[config.mk]
export PLATFORM = sky130hd
export DESIGN_NAME = bsc_exec
export DESIGN_NICKNAME = d
export VERILOG_FILES = /design/src/verilog/bsc_pkg.sv /design/src/verilog/bsc_flag_alu.sv /design/src/verilog/bsc_exec.sv
export SDC_FILE = /design/constraint.sdc
export NUM_CORES = 1
export LEC_CHECK = 0
export ABC_AREA = 1
export BUFFER_PORTS_ARGS = -buffer_cell sky130_fd_sc_hd__buf_4
export CAP_MARGIN = 0
export CORE_MARGIN = 8
export CORE_UTILIZATION = 51
export CTS_CLUSTER_DIAMETER = 40
export DETAILED_ROUTE_END_ITERATION = 10
export MAX_ROUTING_LAYER = met4
export PLACE_DENSITY = 0.78
export SYNTH_ARGS = -nofsm -noshare
export SYNTH_HDL_FRONTEND = slang
export SYNTH_HIERARCHICAL = 1
export SYNTH_SLANG_ARGS = --single-unit
[constraint.sdc]
create_clock -name clock_in -period 2.7 [get_ports clock_in]
set_input_delay 0.135 -clock clock_in [delete_from_list [all_inputs] [get_ports clock_in]]
set_output_delay 0.135 -clock clock_in [all_outputs]
set_load 0.01 [all_outputs]
[src/verilog/bsc_pkg.sv]
package bsc_pkg;

  // ********************************
  // Widths and timing
  // ********************************
  localparam int PC_W = 16;
  localparam int IO_ADDR_W = 5;
  localparam logic [4:0] IO_BIT_MAX = 5'h1f;
  localparam logic [2:0] CYC_REL_JUMP = 3'h2;
  localparam logic [2:0] CYC_ABS_JUMP = 3'h3;
  localparam logic [2:0] CYC_REL_CALL = 3'h3;
  localparam logic [2:0] CYC_ABS_CALL = 3'h4;
  localparam logic [2:0] CYC_EXIT = 3'h4;
  localparam logic [2:0] CYC_ONE = 3'h1;
  localparam logic [2:0] CYC_IO_BIT = 3'h2;
  localparam logic [1:0] PC_STEP_ONE = 2'h1;
  localparam logic [1:0] PC_SKIP_SHORT = 2'h2;
  localparam logic [1:0] PC_SKIP_LONG = 2'h3;

  // ********************************
  // Status register bit positions and reset pc
  // ********************************
  localparam int FLAG_C = 0;
  localparam int FLAG_Z = 1;
  localparam int FLAG_N = 2;
  localparam int FLAG_V = 3;
  localparam int FLAG_S = 4;
  localparam int FLAG_H = 5;
  localparam int FLAG_T = 6;
  localparam int FLAG_I = 7;
  localparam logic [PC_W-1:0] PC_RESET = 16'h0000;

  // ********************************
  // Operations decoded upstream
  // ********************************
  typedef enum logic [4:0] {
    BSC_OP_NONE = 5'h00,
    BSC_OP_RELATIVE_JUMP = 5'h01,
    BSC_OP_POINTER_JUMP = 5'h02,
    BSC_OP_ABSOLUTE_JUMP = 5'h03,
    BSC_OP_RELATIVE_CALL = 5'h04,
    BSC_OP_POINTER_CALL = 5'h05,
    BSC_OP_ABSOLUTE_CALL = 5'h06,
    BSC_OP_SUBROUTINE_EXIT = 5'h07,
    BSC_OP_INTERRUPT_EXIT = 5'h08,
    BSC_OP_COMPARE_EQUAL_SKIP = 5'h09,
    BSC_OP_COMPARE_REGS = 5'h0a,
    BSC_OP_COMPARE_WITH_BORROW = 5'h0b,
    BSC_OP_COMPARE_IMMEDIATE = 5'h0c,
    BSC_OP_SKIP_REG_BIT_LOW = 5'h0d,
    BSC_OP_SKIP_REG_BIT_HIGH = 5'h0e,
    BSC_OP_SKIP_IO_BIT_LOW = 5'h0f,
    BSC_OP_SKIP_IO_BIT_HIGH = 5'h10,
    BSC_OP_BRANCH_FLAG_SET = 5'h11,
    BSC_OP_BRANCH_FLAG_CLEAR = 5'h12,
    BSC_OP_BRANCH_SIGNED_GE = 5'h13,
    BSC_OP_BRANCH_SIGNED_LT = 5'h14,
    BSC_OP_IO_BIT_SET = 5'h15,
    BSC_OP_IO_BIT_CLEAR = 5'h16,
    BSC_OP_SHIFT_LEFT_LOGICAL = 5'h17
  } bsc_op_e;

endpackage

[src/verilog/bsc_flag_alu.sv]
`timescale 1ns/1ps
// ********************************
// Compare and shift flag unit
// ********************************
module bsc_flag_alu (
  input wire logic [7:0] a_in,
  input wire logic [7:0] b_in,
  input wire logic carry_in,
  input wire logic use_carry_in,
  input wire logic shift_in,
  input wire logic [7:0] status_in,
  output logic [7:0] result_out,
  output logic [7:0] status_out
);

  logic [8:0] diff;
  logic [4:0] half;

  // Difference or shift, flags derived from it
  always_comb begin
    status_out = status_in;
    diff = {1'b0, a_in} - {1'b0, b_in} - {8'h00, use_carry_in & carry_in};
    half = {1'b0, a_in[3:0]} - {1'b0, b_in[3:0]} - {4'h0, use_carry_in & carry_in};
    if (shift_in) begin
      result_out = {a_in[6:0], 1'b0};
      status_out[bsc_pkg::FLAG_C] = a_in[7];
      status_out[bsc_pkg::FLAG_H] = a_in[3];
      status_out[bsc_pkg::FLAG_V] = a_in[7] ^ a_in[6];
      status_out[bsc_pkg::FLAG_Z] = (result_out == 8'h00);
    end else begin
      result_out = diff[7:0];
      status_out[bsc_pkg::FLAG_C] = diff[8];
      status_out[bsc_pkg::FLAG_H] = half[4];
      status_out[bsc_pkg::FLAG_V] = (a_in[7] ^ b_in[7]) & (a_in[7] ^ diff[7]);
      // Carry form keeps zero only if it was already set
      status_out[bsc_pkg::FLAG_Z] = (diff[7:0] == 8'h00) &
        (~use_carry_in | status_in[bsc_pkg::FLAG_Z]);
    end
    status_out[bsc_pkg::FLAG_N] = result_out[7];
    status_out[bsc_pkg::FLAG_S] = status_out[bsc_pkg::FLAG_N] ^ status_out[bsc_pkg::FLAG_V];
  end

endmodule

[src/verilog/bsc_exec.sv]
`timescale 1ns/1ps
module bsc_exec #(
  parameter int PC_W = bsc_pkg::PC_W,
  parameter int OFFSET_W = 12
) (
  input wire logic clock_in,
  input wire logic rst_in,
  input wire logic start_in,
  input wire bsc_pkg::bsc_op_e op_in,
  input wire logic [OFFSET_W-1:0] offset_in,
  input wire logic [PC_W-1:0] target_in,
  input wire logic [PC_W-1:0] z_pointer_in,
  input wire logic [PC_W-1:0] stack_pc_in,
  input wire logic [2:0] bit_sel_in,
  input wire logic [7:0] reg_a_in,
  input wire logic [7:0] reg_b_in,
  input wire logic [7:0] io_data_in,
  input wire logic [bsc_pkg::IO_ADDR_W-1:0] io_addr_in,
  input wire logic next_two_word_in,
  output logic busy_out,
  output logic done_out,
  output logic [PC_W-1:0] pc_out,
  output logic [7:0] status_out,
  output logic [PC_W-1:0] push_pc_out,
  output logic push_out,
  output logic pop_out,
  output logic [7:0] reg_wdata_out,
  output logic reg_we_out,
  output logic [bsc_pkg::IO_ADDR_W-1:0] io_addr_out,
  output logic [7:0] io_wmask_out,
  output logic [7:0] io_wdata_out,
  output logic io_we_out
);

  // ********************************
  // State
  // ********************************
  typedef struct packed {
    logic [2:0] cnt;
    logic busy;
    logic done;
    logic [PC_W-1:0] pc;
    logic [PC_W-1:0] pc_pending;
    logic [7:0] status;
    logic [PC_W-1:0] push_pc;
    logic push;
    logic pop;
    logic [7:0] reg_wdata;
    logic reg_we;
    logic [bsc_pkg::IO_ADDR_W-1:0] io_addr;
    logic [7:0] io_wmask;
    logic [7:0] io_wdata;
    logic io_we;
    logic irq_restore;
  } bsc_state_s;

  bsc_state_s state_q;
  bsc_state_s state_d;
  logic [7:0] alu_result;
  logic [7:0] alu_status;
  logic alu_shift;
  logic alu_use_carry;
  logic [7:0] alu_b;

  // ********************************
  // Helpers
  // ********************************
  // Offset plus one added to current pc
  function automatic logic [PC_W-1:0] rel_target(input logic [PC_W-1:0] pc,
                                                 input logic [OFFSET_W-1:0] k);
    logic [PC_W-1:0] ext;
    ext = {{(PC_W-OFFSET_W){k[OFFSET_W-1]}}, k};
    return pc + ext + {{(PC_W-1){1'b0}}, 1'b1};
  endfunction

  // Skip length by size of next instruction
  function automatic logic [1:0] skip_step(input logic two_word);
    return two_word ? bsc_pkg::PC_SKIP_LONG : bsc_pkg::PC_SKIP_SHORT;
  endfunction

  // Bit select into one-hot mask
  function automatic logic [7:0] bit_mask(input logic [2:0] sel);
    return 8'h01 << sel;
  endfunction

  // Pc advanced by a short step
  function automatic logic [PC_W-1:0] pc_plus(input logic [PC_W-1:0] pc,
                                              input logic [1:0] inc);
    return pc + {{(PC_W-2){1'b0}}, inc};
  endfunction

  // Signed less-than test, N xor V
  function automatic logic signed_lt(input logic [7:0] status);
    return status[bsc_pkg::FLAG_N] ^ status[bsc_pkg::FLAG_V];
  endfunction

  // Compare and shift flag unit
  assign alu_shift = (op_in == bsc_pkg::BSC_OP_SHIFT_LEFT_LOGICAL);
  assign alu_use_carry = (op_in == bsc_pkg::BSC_OP_COMPARE_WITH_BORROW);
  assign alu_b = reg_b_in;

  bsc_flag_alu u_alu (
    .a_in(reg_a_in),
    .b_in(alu_b),
    .carry_in(state_q.status[bsc_pkg::FLAG_C]),
    .use_carry_in(alu_use_carry),
    .shift_in(alu_shift),
    .status_in(state_q.status),
    .result_out(alu_result),
    .status_out(alu_status)
  );

  // ********************************
  // Next state
  // ********************************
  // Decode, cycle count and pc update
  always_comb begin
    logic [1:0] step;
    logic [PC_W-1:0] tgt;
    logic [2:0] cycles;
    logic taken;
    logic skip;
    logic flag_bit;
    step = bsc_pkg::PC_STEP_ONE;
    tgt = '0;
    cycles = bsc_pkg::CYC_ONE;
    taken = 1'b0;
    skip = 1'b0;
    flag_bit = state_q.status[bit_sel_in];
    state_d = state_q;
    state_d.done = 1'b0;
    state_d.push = 1'b0;
    state_d.pop = 1'b0;
    state_d.reg_we = 1'b0;
    state_d.io_we = 1'b0;
    if (state_q.busy) begin
      state_d.cnt = state_q.cnt - 3'h1;
      if (state_q.cnt == 3'h1) begin
        state_d.busy = 1'b0;
        state_d.done = 1'b1;
        state_d.pc = state_q.pc_pending;
        if (state_q.irq_restore) begin
          state_d.status[bsc_pkg::FLAG_I] = 1'b1;
        end
        state_d.irq_restore = 1'b0;
      end
    end else if (start_in) begin
      tgt = pc_plus(state_q.pc, step);
      unique case (op_in)
        bsc_pkg::BSC_OP_RELATIVE_JUMP: begin
          tgt = rel_target(state_q.pc, offset_in);
          cycles = bsc_pkg::CYC_REL_JUMP;
        end
        bsc_pkg::BSC_OP_POINTER_JUMP: begin
          tgt = z_pointer_in;
          cycles = bsc_pkg::CYC_REL_JUMP;
        end
        bsc_pkg::BSC_OP_ABSOLUTE_JUMP: begin
          tgt = target_in;
          cycles = bsc_pkg::CYC_ABS_JUMP;
        end
        bsc_pkg::BSC_OP_RELATIVE_CALL, bsc_pkg::BSC_OP_POINTER_CALL: begin
          tgt = (op_in == bsc_pkg::BSC_OP_POINTER_CALL) ? z_pointer_in
                : rel_target(state_q.pc, offset_in);
          cycles = bsc_pkg::CYC_REL_CALL;
          state_d.push = 1'b1;
          state_d.push_pc = pc_plus(state_q.pc, bsc_pkg::PC_STEP_ONE);
        end
        bsc_pkg::BSC_OP_ABSOLUTE_CALL: begin
          tgt = target_in;
          cycles = bsc_pkg::CYC_ABS_CALL;
          state_d.push = 1'b1;
          state_d.push_pc = pc_plus(state_q.pc, 2'h2);
        end
        bsc_pkg::BSC_OP_SUBROUTINE_EXIT, bsc_pkg::BSC_OP_INTERRUPT_EXIT: begin
          tgt = stack_pc_in;
          cycles = bsc_pkg::CYC_EXIT;
          state_d.pop = 1'b1;
          state_d.irq_restore = (op_in == bsc_pkg::BSC_OP_INTERRUPT_EXIT);
        end
        bsc_pkg::BSC_OP_COMPARE_EQUAL_SKIP: begin
          skip = (reg_a_in == reg_b_in);
        end
        bsc_pkg::BSC_OP_COMPARE_REGS, bsc_pkg::BSC_OP_COMPARE_WITH_BORROW,
        bsc_pkg::BSC_OP_COMPARE_IMMEDIATE: begin
          state_d.status = alu_status;
        end
        bsc_pkg::BSC_OP_SKIP_REG_BIT_LOW: begin
          skip = ~reg_a_in[bit_sel_in];
        end
        bsc_pkg::BSC_OP_SKIP_REG_BIT_HIGH: begin
          skip = reg_a_in[bit_sel_in];
        end
        bsc_pkg::BSC_OP_SKIP_IO_BIT_LOW: begin
          skip = ~io_data_in[bit_sel_in];
        end
        bsc_pkg::BSC_OP_SKIP_IO_BIT_HIGH: begin
          skip = io_data_in[bit_sel_in];
        end
        // Named flag branches map onto these through bit_sel_in
        bsc_pkg::BSC_OP_BRANCH_FLAG_SET: begin
          taken = flag_bit;
        end
        bsc_pkg::BSC_OP_BRANCH_FLAG_CLEAR: begin
          taken = ~flag_bit;
        end
        bsc_pkg::BSC_OP_BRANCH_SIGNED_GE: begin
          taken = ~signed_lt(state_q.status);
        end
        bsc_pkg::BSC_OP_BRANCH_SIGNED_LT: begin
          taken = signed_lt(state_q.status);
        end
        bsc_pkg::BSC_OP_IO_BIT_SET, bsc_pkg::BSC_OP_IO_BIT_CLEAR: begin
          cycles = bsc_pkg::CYC_IO_BIT;
          state_d.io_we = 1'b1;
          state_d.io_addr = io_addr_in;
          state_d.io_wmask = bit_mask(bit_sel_in);
          state_d.io_wdata = (op_in == bsc_pkg::BSC_OP_IO_BIT_SET)
                             ? bit_mask(bit_sel_in) : 8'h00;
        end
        bsc_pkg::BSC_OP_SHIFT_LEFT_LOGICAL: begin
          state_d.status = alu_status;
          state_d.reg_wdata = alu_result;
          state_d.reg_we = 1'b1;
        end
        default: begin
          cycles = bsc_pkg::CYC_ONE;
        end
      endcase
      if (taken) begin
        tgt = rel_target(state_q.pc, offset_in);
        cycles = bsc_pkg::CYC_REL_JUMP;
      end
      if (skip) begin
        step = skip_step(next_two_word_in);
        tgt = pc_plus(state_q.pc, step);
        cycles = {1'b0, step};
      end
      if (cycles == bsc_pkg::CYC_ONE) begin
        state_d.pc = tgt;
        state_d.done = 1'b1;
      end else begin
        state_d.pc_pending = tgt;
        state_d.busy = 1'b1;
        state_d.cnt = cycles - 3'h1;
      end
    end
  end

  // ********************************
  // Registers
  // ********************************
  // State register, cleared by reset
  always_ff @(posedge clock_in) begin
    if (rst_in) begin
      state_q <= '0;
      state_q.pc <= bsc_pkg::PC_RESET;
    end else begin
      state_q <= state_d;
    end
  end

  // Outputs straight from flip-flops
  assign busy_out = state_q.busy;
  assign done_out = state_q.done;
  assign pc_out = state_q.pc;
  assign status_out = state_q.status;
  assign push_pc_out = state_q.push_pc;
  assign push_out = state_q.push;
  assign pop_out = state_q.pop;
  assign reg_wdata_out = state_q.reg_wdata;
  assign reg_we_out = state_q.reg_we;
  assign io_addr_out = state_q.io_addr;
  assign io_wmask_out = state_q.io_wmask;
  assign io_wdata_out = state_q.io_wdata;
  assign io_we_out = state_q.io_we;

endmodule

==> results of run 1 <==
==> per-stage QoR <==
step | total power (uW) | cell area, sq um | hold slack, ns | util (%)
final | 4434 | 10030 | 0.004463 | 60.68
after global routing | 4669 | 10030 | 0.01486 | 60.68
after CTS | 4439 | 10030 | 0.001026 | 60.68
after detailed placement | 2937 | 9683 | 0.3709 | 58.60
after global placement | 2917 | 9683 | 0.3630 | 58.60
after floorplan | 2497 | 8578 | 0.2699 | -
==> flip-flops by register name (all words and copies together) (netlist names) <==
signal	count
reg_we_out	1
pc_out	16
push_out	1
io_wdata_out	8
busy_out	1
state_q	20
io_we_out	1
io_addr_out	5
status_out	8
push_pc_out	16
reg_wdata_out	8
done_out	1
io_wmask_out	8
pop_out	1
==> final cells by class <==
cell class | count | area (sq um) | area share [%]
Clock inverter | 6 | 115.1 | 1.148
Sequential cell | 95 | 1902 | 18.97
Tap cell | 220 | 275.3 | 2.745
Inverter | 178 | 668.1 | 6.663
Timing Repair Buffer | 213 | 1612 | 16.07
Clock buffer | 10 | 229.0 | 2.284
Multi-Input combinational cell | 1038 | 5226 | 52.12
==> worst max-delay path: cells and delay by family (launching register included) <==
kind	cells	cell delay [ns]
AND/OR/NAND/NOR	14	1.16
flip-flops	1	0.33
buffers and inverters	3	0.24
adder cells (fa/ha/maj)	2	0.62
==> how the worst min path moves through the flow <==
stage | from | endpoint | slack, ns | depth (start not counted)
floorplan | io_addr_in[0] | io_addr_out[0] | 0.27 | 2
global placement | io_addr_in[0] | io_addr_out[0] | 0.36 | 3
detailed placement | io_addr_in[1] | io_addr_out[1] | 0.37 | 3
CTS | io_addr_in[4] | io_addr_out[4] | 0.001 | 3
global route | io_addr_in[1] | io_addr_out[1] | 0.01 | 3
finish | io_addr_in[1] | io_addr_out[1] | 0.004 | 3
==> routing by layer <==
metal | track usage [%] | wire length [um] | up-vias
met2 | 41.63 | 12510 | 386
met3 | 4.415 | 2302 | 31
met4 | 5.049 | 296 | 0
li1 | - | - | 4659
met1 | 34.49 | 12650 | 4177
met5 | - | 0 | -
==> Yosys cell counts, drive strengths merged <==
library cell,count,area (sq um)
nand2,451,1723
inv,177,664.4
nor2,153,634.3
nand3,137,723.2
buf,98,710.7
dfxtp,95,1902
a21oi,78,416.7
o21ai,66,334.1
ha,39,488.0
xor2,30,262.8
clkbuf,19,71.32
xnor2,18,157.7
nand4,10,62.56
nor3,10,55.05
o211ai,10,75.07
or2,7,43.80
a31oi,4,25.02
nand3b,4,30.03
o22ai,4,25.02
fa,3,60.06
a21o,2,15.01
a22oi,2,15.01
nor4,2,12.51
a211oi,1,7.510
a31o,1,8.760
clkinv,1,3.750
nor2b,1,6.260
o2111ai,1,8.760
o21bai,1,7.510
o221a,1,11.26
o221ai,1,8.760
o32ai,1,8.760
==> cell families (layout without fill, tap and decap cells) <==
kind of cell               count (synthesis)  in the layout
AOI/OAI and AO/OA                        173            173
adders and majority gates                 42             42
and+or+nand+nor                          775            775
xor gates and xnor gates                  48             48
buffers and inverters                    295            407
DFF                                       95             95
==> power groups by stage <==
stage | Clock, uW | Combinational [uW] | Sequential, uW
final | 1500 | 1390 | 1540
after global routing | 1570 | 1540 | 1550
after CTS | 1520 | 1370 | 1540
after detailed placement | 0 | 1360 | 1570
after global placement | 0 | 1350 | 1570
after floorplan | 0 | 944 | 1550
==> out/metrics.cfg, run 1 <==
[run_status]
outcome=finished clean

[logic_synthesis]
synth_compound_area_share_pct=11.27
synth_xor_area_share_pct=4.901
synth_warnings=6
synth.ff_latch_count=95
ys_types=47
synth_top_family_by_area=simple AND/OR/NAND/NOR gates
syn_avg_cell_area_sq_um=6.007
synth-adder-area-share_pct=6.389
synth_nets=1571
synth_mux_area_share_pct=0
synth-simple-area-share_pct=38.36
yosysSeqAreaShare_pct=22.17
netlist_instances=1428
synth_area_sq_um=8578

[timing]
fmaxAchievable_mhz=408.3
final_max_slew_viol_count=0
final_hold_viol_count=0
layout_min_cycle_time_ns=2.449
tns_ns=0
fin_skew_ns=0.004710
rsz0062_at_grt=no
setup_viol=0
worst_pin_slew_ns=0.6893
fin_crit_sh_pct=90.70
slew_headroom_pct=53.93
fin_ws_ns=0.2510

[global_routing]
overflow=0
track_usage_pct=26.21
antenna_found_initial=0
grt_pass1_wl_um=44720
grt_pass1_vias=8582
grt_max_degree=47

[worst_setup_path]
cp_max_fo=4
cp.arrival_ns=2.70
cp-end-kind=flip-flop
cp_slowest_stage_delay_ns=0.40
crit_type=flip-flop to flip-flop
cp_slowest_cell=fa_1
path_common_cell=nand2_1
worstSetupStartpointType=flip-flop
cp.required_ns=2.95
reg2reg_from=pc_out[0]
reg2reg_to=pc_out[6]
r2r_cells=19
crit_start=pc_out[0]
critPathCapture=pc_out[6]
crit_chain=inv_1 -> ha_1 -> fa_1 -> inv_1 -> nand2_1 -> nand2_1 -> nand3_1 -> nand2_1 -> nand2_1 -> nand3_1 -> nand4_1 -> nand2_1 -> nand2_1 -> nand2_1 -> nand2_1 -> nand2_1 -> nand3_1 -> nand2_1 -> inv_1
r2r_slack_ns=0.25

[placed_design]
port-buffer-count=175
dp_cells=1744
place_congestion=1.014
post-place-ws_ns=0.07716
hpwl_um=21800

[routing]
dr_total_vias=9253
viasPerCell=5.257
drt_wl_total_um=27760
first_pass_iters=6
wl_per_cell_um=15.77
drt_iter0_drc=820
drc=0
ant_nets=0

[clock_tree]
cts_hold_buf=0
path_clk_slew_ns=0.07
cts.repair.resized=0
post_cts_buffers=0
cts_root_buf=clkbuf_16
cts.sinks=95
ctsLongestPathBuffers=2
clk_latency_ns=0.35
cts_tree=built
ctsHtreeMaxLevel=3
cts_buffers=9

[layout]
layoutNonFillerInstCount=1760
nFillCells=1655
layout.nets=1678
final_common_cell=nand2_1
area_growth_pct=16.89
drive_above_1_share_pct=18.38
antenna_cells=0
layout_common_cells=441 x nand2_1, 212 x buf_4, 165 x inv_1, 139 x nor2_1, 131 x nand3_1

[power]
pwr-share-clk_pct=33.8
power_frac_seq_pct=34.8
p_comb_share_pct=31.4
internal_power_uw=2934
p_sw_share_pct=33.83
max-vdd-ir-drop_v=0.0003053
power.switching_uw=1500
p_leak_uw=0.005189
power_density_nw_per_um2=442.2

[floorplan]
row_count=47
core_sq_um=16520
die-height_um=145.7
die-width_um=145.7
dieArea_sq_um=21230
start_util_pct=51.91
pin_count=176

[flow_run]
cap_violations=0

[hold_path]
hp-class=input pin to flip-flop

No activity file was read; power rests on OpenSTA's default activity.
==> run 2: changes to the inputs <==
--- a/config.mk
+++ b/config.mk
@@ -14,6 +14,7 @@
 export DETAILED_ROUTE_END_ITERATION = 10
 export MAX_ROUTING_LAYER = met4
 export PLACE_DENSITY = 0.78
+export REMOVE_ABC_BUFFERS = 1
 export SYNTH_ARGS = -nofsm -noshare
 export SYNTH_HDL_FRONTEND = slang
 export SYNTH_HIERARCHICAL = 1
==> out/metrics.cfg, run 2 (synthesis gave the netlist of run 1 again) <==
[run_status]
outcome=finished clean

[layout]
layoutNonFillerInstCount=1764  ; +0.23%
largest-register=state_q
largest_reg_flops=20  ; unchanged
layout.nets=1683  ; +0.30%
nFillCells=1618  ; -2.2%
final_common_cell=nand2_1
antenna_cells=0  ; unchanged
drive_above_1_share_pct=18.46  ; +0.082 points
layout_common_cells=440 x nand2_1, 212 x buf_4, 165 x inv_1, 139 x nor2_1, 131 x nand3_1
fin_util_pct=60.63  ; about the same
area_growth_pct=16.80  ; about the same

[routing]
wl_per_cell_um=16.15  ; +2.4%
ant_nets=0  ; unchanged
drc=0  ; unchanged
drt_wl_total_um=28490  ; +2.6%
first_pass_iters=6  ; unchanged
viasPerCell=5.334  ; +1.5%
dr_total_vias=9410  ; +1.7%
drt_iter0_drc=751  ; -8.4%

[worst_setup_path]
r2r_cells=18  ; -1
cp_slowest_stage_delay_ns=0.41  ; about the same
reg2reg_to=pc_out[10]
cp.required_ns=2.99  ; +0.04 ns
path_depth=18  ; -1
cp_slowest_cell=fa_1
crit_type=flip-flop to flip-flop
cp_num_buf_inv=3  ; unchanged
crit_start=pc_out[0]
path_common_cell=nand2_1
cp-end-kind=flip-flop
reg2reg_from=pc_out[0]
critPathCapture=pc_out[10]
r2r_slack_ns=0.24  ; about the same
worstSetupStartpointType=flip-flop
cp_top_family=simple AND/OR/NAND/NOR gates
cp.arrival_ns=2.75  ; +0.05 ns
crit_chain=inv_1 -> ha_1 -> fa_1 -> inv_1 -> nand2_1 -> nand2_1 -> nand3_1 -> nand2_2 -> inv_1 -> nor2_1 -> o21ai_0 -> nand2_1 -> nand2_1 -> nand2_1 -> nand2_1 -> nand2_1 -> nand3_1 -> a21oi_2
cp_max_fo=4  ; unchanged

[floorplan]
die-width_um=145.7  ; unchanged
start_util_pct=51.91  ; unchanged
pin_count=176  ; unchanged
die-height_um=145.7  ; unchanged
core_sq_um=16520  ; unchanged
dieArea_sq_um=21230  ; unchanged
row_count=47  ; unchanged

[clock_tree]
cts_root_buf=clkbuf_16
ctsHtreeMaxLevel=3  ; unchanged
ctsLongestPathBuffers=2  ; unchanged
cts_buffers=9  ; unchanged
path_clk_slew_ns=0.07  ; about the same
post_cts_buffers=0  ; unchanged
cts_tree=built
clk_latency_ns=0.36  ; about the same
cts.sinks=95  ; unchanged

[power]
pwr-share-clk_pct=30.0  ; -3.8 points
p_leak_uw=0.005175  ; -0.27%
max-vdd-ir-drop_v=0.0004417  ; +45%
internal_power_uw=2678  ; -8.7%
power_density_nw_per_um2=418.9  ; -5.3%
fin_total_pwr_uw=4197  ; -5.3%
p_comb_share_pct=33.2  ; +1.8 points
p_sw_share_pct=36.20  ; +2.4 points
power_frac_seq_pct=36.7  ; +1.9 points
power.switching_uw=1519  ; +1.3%

[flow_run]
cap_violations=0  ; unchanged

[hold_path]
hp-class=input pin to flip-flop

[timing]
hold_slack_ns=0.1282  ; +0.1237 ns
fmaxAchievable_mhz=406.2  ; -0.52%
final_max_slew_viol_count=0  ; unchanged
slew_headroom_pct=59.87  ; +5.9 points
layout_min_cycle_time_ns=2.462  ; +0.01287 ns
final_hold_viol_count=0  ; unchanged
setup_viol=0  ; unchanged
fin_skew_ns=0.008658  ; +0.003948 ns
worst_pin_slew_ns=0.6005  ; -0.08878 ns
fin_crit_sh_pct=91.18  ; +0.48 points

[placed_design]
place_congestion=0.9561  ; -5.7%
hpwl_um=21960  ; +0.74%
port-buffer-count=175  ; unchanged
dp_cells=1744  ; unchanged

[global_routing]
antenna_found_initial=0  ; unchanged
grt_max_degree=47  ; unchanged
grt_pass1_vias=8772  ; +2.2%
grt_pass1_wl_um=44720  ; unchanged
overflow=0  ; unchanged
track_usage_pct=26.57  ; +0.36 points

==> run 2: power by group through the flow <==
stage / Clock, uW / Combinational [uW] / Sequential, uW
3_3_place_gp: 0 / 1350 / 1570
4_1_cts: 1280 / 1380 / 1540
6_report: 1260 / 1400 / 1540
2_1_floorplan: 0 / 816 / 1580
3_5_place_dp: 0 / 1370 / 1570
5_1_grt: 1340 / 1550 / 1550
==> run 2: worst register-to-register path: stages (launching register included) <==
cell,delay (ns)
dfxtp_1,0.33
inv_1,0.11
ha_1,0.22
fa_1,0.41
inv_1,0.10
nand2_1,0.06
nand2_1,0.06
nand3_1,0.11
nand2_2,0.11
inv_1,0.04
nor2_1,0.12
o21ai_0,0.09
nand2_1,0.11
nand2_1,0.07
nand2_1,0.08
nand2_1,0.05
nand2_1,0.11
nand3_1,0.10
a21oi_2,0.13
==> run 2: cell type report <==
type / instances / area, sq um / share of cell area, %
multi-input combinational: 1038 / 5233 / 52.22
sequential: 95 / 1902 / 18.98
timing repair buffer: 218 / 1662 / 16.58
inverter: 178 / 668.1 / 6.668
tap: 220 / 275.3 / 2.747
clock buffer: 10 / 239.0 / 2.385
clock inverter: 5 / 41.29 / 0.4121
==> run 2: worst min-delay path by stage <==
| stage | start | to | slack, ns | depth (start not counted) |
|---|---|---|---|---|
| 2_1_floorplan | rst_in | io_wdata_out[0] | 0.20 | 1 |
| 3_3_place_gp | io_addr_in[4] | io_addr_out[4] | 0.36 | 3 |
| 3_5_place_dp | io_addr_in[1] | io_addr_out[1] | 0.36 | 3 |
| 4_1_cts | bit_sel_in[2] | io_wmask_out[3] | 0.11 | 4 |
| 5_1_grt | bit_sel_in[2] | io_wmask_out[2] | 0.13 | 4 |
| 6_report | bit_sel_in[2] | io_wmask_out[2] | 0.13 | 4 |
==> run 2: metal layers <==
metal	up-vias	wire [um]	global-route usage, %
met3	61	3030	8.364
li1	4665	-	-
met1	4215	11860	31.11
met2	469	12820	42.44
met5	-	0	-
met4	0	777	8.850
==> run 2: stage by stage <==
stage | setup TNS (ns) | setup slack, ns | instance area, sq um
after floorplan | 0 | 0.2813 | 7796
after global placement | 0 | 0.1268 | 9683
after detailed placement | 0 | 0.07499 | 9683
after CTS | 0 | 0.2276 | 10010
after global routing | -0.0007347 | -0.0007347 | 10020
final | 0 | 0.2381 | 10020
==> run 2: what timing repair did <==
item / in CTS / in global routing
gates resized for setup: 0 / 2
setup endpoints to repair: 0 / 1
hold buffers: 5 / 0
hold endpoints to repair: 5 / 0
==> run 3: changes to the inputs <==
--- a/config.mk
+++ b/config.mk
@@ -12,7 +12,6 @@
 export CORE_UTILIZATION = 51
 export CTS_CLUSTER_DIAMETER = 40
 export DETAILED_ROUTE_END_ITERATION = 10
-export MAX_ROUTING_LAYER = met4
 export PLACE_DENSITY = 0.78
 export REMOVE_ABC_BUFFERS = 1
 export SYNTH_ARGS = -nofsm -noshare
==> out/metrics.cfg, run 3 (synthesis gave the netlist of run 1 again) <==
[run_status]
outcome=finished clean

[timing]
layout_min_cycle_time_ns=2.518  ; +0.05628 ns
worst_pin_slew_ns=0.8051  ; +0.2046 ns
tns_ns=0  ; unchanged
rsz0062_at_grt=no
fin_ws_ns=0.1818  ; -0.05629 ns
final_max_slew_viol_count=0  ; unchanged
final_hold_viol_count=0  ; unchanged
slew_headroom_pct=46.27  ; -14 points
setup_viol=0  ; unchanged
fin_crit_sh_pct=93.27  ; +2.1 points
fmaxAchievable_mhz=397.1  ; -2.2%
fin_skew_ns=0.008894  ; +0.0002360 ns
hold_slack_ns=0.01104  ; -0.1171 ns

[global_routing]
antenna_found_initial=0  ; unchanged
grt_max_degree=46  ; -2.1%
grt_pass1_vias=8853  ; +0.92%
track_usage_pct=26.16  ; -0.41 points
grt_pass1_wl_um=45730  ; +2.3%
overflow=0  ; unchanged

[floorplan]
row_count=47  ; unchanged
die-height_um=145.7  ; unchanged
die-width_um=145.7  ; unchanged
start_util_pct=51.91  ; unchanged
dieArea_sq_um=21230  ; unchanged
pin_count=176  ; unchanged
core_sq_um=16520  ; unchanged

[worst_setup_path]
path_depth=14  ; -4
worstSetupStartpointType=flip-flop
crit_start=status_out[0]
cp-end-kind=flip-flop
cp.arrival_ns=2.77  ; +0.02 ns
cp.required_ns=2.95  ; -0.04 ns
cp_top_family=adder cells
crit_type=flip-flop to flip-flop
r2r_slack_ns=0.18  ; -0.06 ns
cp_slowest_stage_delay_ns=0.47  ; +0.06 ns
cp_num_buf_inv=1  ; -2
cp_slowest_cell=dfxtp_1
reg2reg_to=status_out[1]
cp_max_fo=4  ; unchanged
path_common_cell=nand2_1
r2r_cells=14  ; -4
critPathCapture=status_out[1]
reg2reg_from=status_out[0]
crit_chain=nand2_1 -> fa_1 -> fa_1 -> inv_1 -> nand2_1 -> nand2_1 -> nand2_2 -> a21oi_2 -> xnor2_1 -> nor2_1 -> nand2_1 -> nand2_1 -> o21ai_0 -> nor2_1

[clock_tree]
cts_root_buf=clkbuf_16
cts_buffers=9  ; unchanged
ctsHtreeMaxLevel=3  ; unchanged
cts_tree=built
path_clk_slew_ns=0.07  ; about the same
post_cts_buffers=0  ; unchanged
clk_latency_ns=0.36  ; about the same
cts.sinks=95  ; unchanged
ctsLongestPathBuffers=2  ; unchanged

[layout]
nFillCells=1621  ; +0.19%
layout_common_cells=440 x nand2_1, 216 x buf_4, 164 x inv_1, 139 x nor2_1, 131 x nand3_1
drive_above_1_share_pct=18.72  ; +0.26 points
area_growth_pct=16.54
fin_util_pct=60.50  ; -0.14 points
fin_area_sq_um=9997  ; -0.22%
layout.nets=1682  ; -0.059%
largest_reg_flops=20  ; unchanged
largest-register=state_q
antenna_cells=0  ; unchanged
final_common_cell=nand2_1

[placed_design]
port-buffer-count=175  ; unchanged
hpwl_um=22440  ; +2.2%
post-place-ws_ns=0.07061  ; -0.004376 ns
place_area_sq_um=9693  ; +0.10%
place_congestion=0.9456  ; -1.1%

[power]
power.switching_uw=1522  ; +0.18%
power_density_nw_per_um2=422.8  ; +0.92%
p_comb_share_pct=33.2  ; about the same
max-vdd-ir-drop_v=0.0004429  ; +0.26%
power_frac_seq_pct=36.4  ; -0.3 points
internal_power_uw=2704  ; +0.98%
p_sw_share_pct=36.02  ; -0.18 points
pwr-share-clk_pct=30.4  ; +0.4 points
p_leak_uw=0.005179  ; about the same

[routing]
drt_iter0_drc=812  ; +8.1%
drt_wl_total_um=28850  ; +1.3%
met2_length_um=12850  ; +0.28%
maxUsedRoutingLayer=met4
wl_per_cell_um=16.35  ; +1.3%
wl_met1_um=12030  ; +1.5%
dr_wl_met3_um=3032  ; about the same
drc=0  ; unchanged
first_pass_iters=5  ; -1
ant_nets=0  ; unchanged
viasPerCell=5.311  ; -0.45%
dr_total_vias=9368  ; -0.45%

[flow_run]
cap_violations=0  ; unchanged

[hold_path]
hp-class=input pin to flip-flop

run 3: cell types whose count changed in the layout (fill, tap and decap cells not counted), sizes merged:
cell	before	now
clkinvlp	2	1
clkinv	2	3
buf	213	216
clkbuf	10	11
dlygate4sd3	5	1
run 3: worst min-delay path, cell delays in order:
cell	delay, ns
buf_4	0.08
nor2_1	0.03
nor2_1	0.09
run 3: worst min-delay path by stage:
stage	from	to	slack, ns	cells after the start
after floorplan	rst_in	io_wdata_out[0]	0.20	1
after global placement	io_addr_in[1]	io_addr_out[1]	0.36	3
after detailed placement	io_addr_in[0]	io_addr_out[0]	0.37	3
after CTS	io_addr_in[2]	io_addr_out[2]	0.008	3
after global routing	io_addr_in[2]	io_addr_out[2]	0.006	3
final	io_addr_in[3]	io_addr_out[3]	0.01	3
run 3: final cells by class:
cell class	count	area (sq um)	area share (%)
Tap cell	220	275.3	2.753
Timing Repair Buffer	217	1632	16.32
Clock inverter	5	38.79	0.3880
Multi-Input combinational cell	1038	5229	52.30
Clock buffer	11	252.7	2.528
Sequential cell	95	1902	19.02
Inverter	178	668.1	6.683
run 3: timing repair:
action                                 CTS  global route
hold buffers                             1             0
resized for setup                        0             2
endpoints found under the hold margin    1             0
setup endpoints to repair                0             4
run 3: power by group through the flow:
stage / registers (uW) / logic, uW / clock network, uW
after floorplan: 1580 / 816 / 0
after global placement: 1570 / 1360 / 0
after detailed placement: 1570 / 1380 / 0
after CTS: 1540 / 1390 / 1290
after global routing: 1550 / 1560 / 1340
final: 1540 / 1400 / 1280
run 3: through the flow:
step	total power [uW]	std cells
2_1_floorplan	2397	1311
3_3_place_gp	2925	1747
3_5_place_dp	2946	1747
4_1_cts	4216	1764
5_1_grt	4445	1764
6_report	4226	1764
run 3: layer usage:
metal	GRT usage [%]	up-vias
met5	0	-
li1	-	4660
met3	8.520	71
met4	9.891	0
met2	42.47	459
met1	31.55	4178
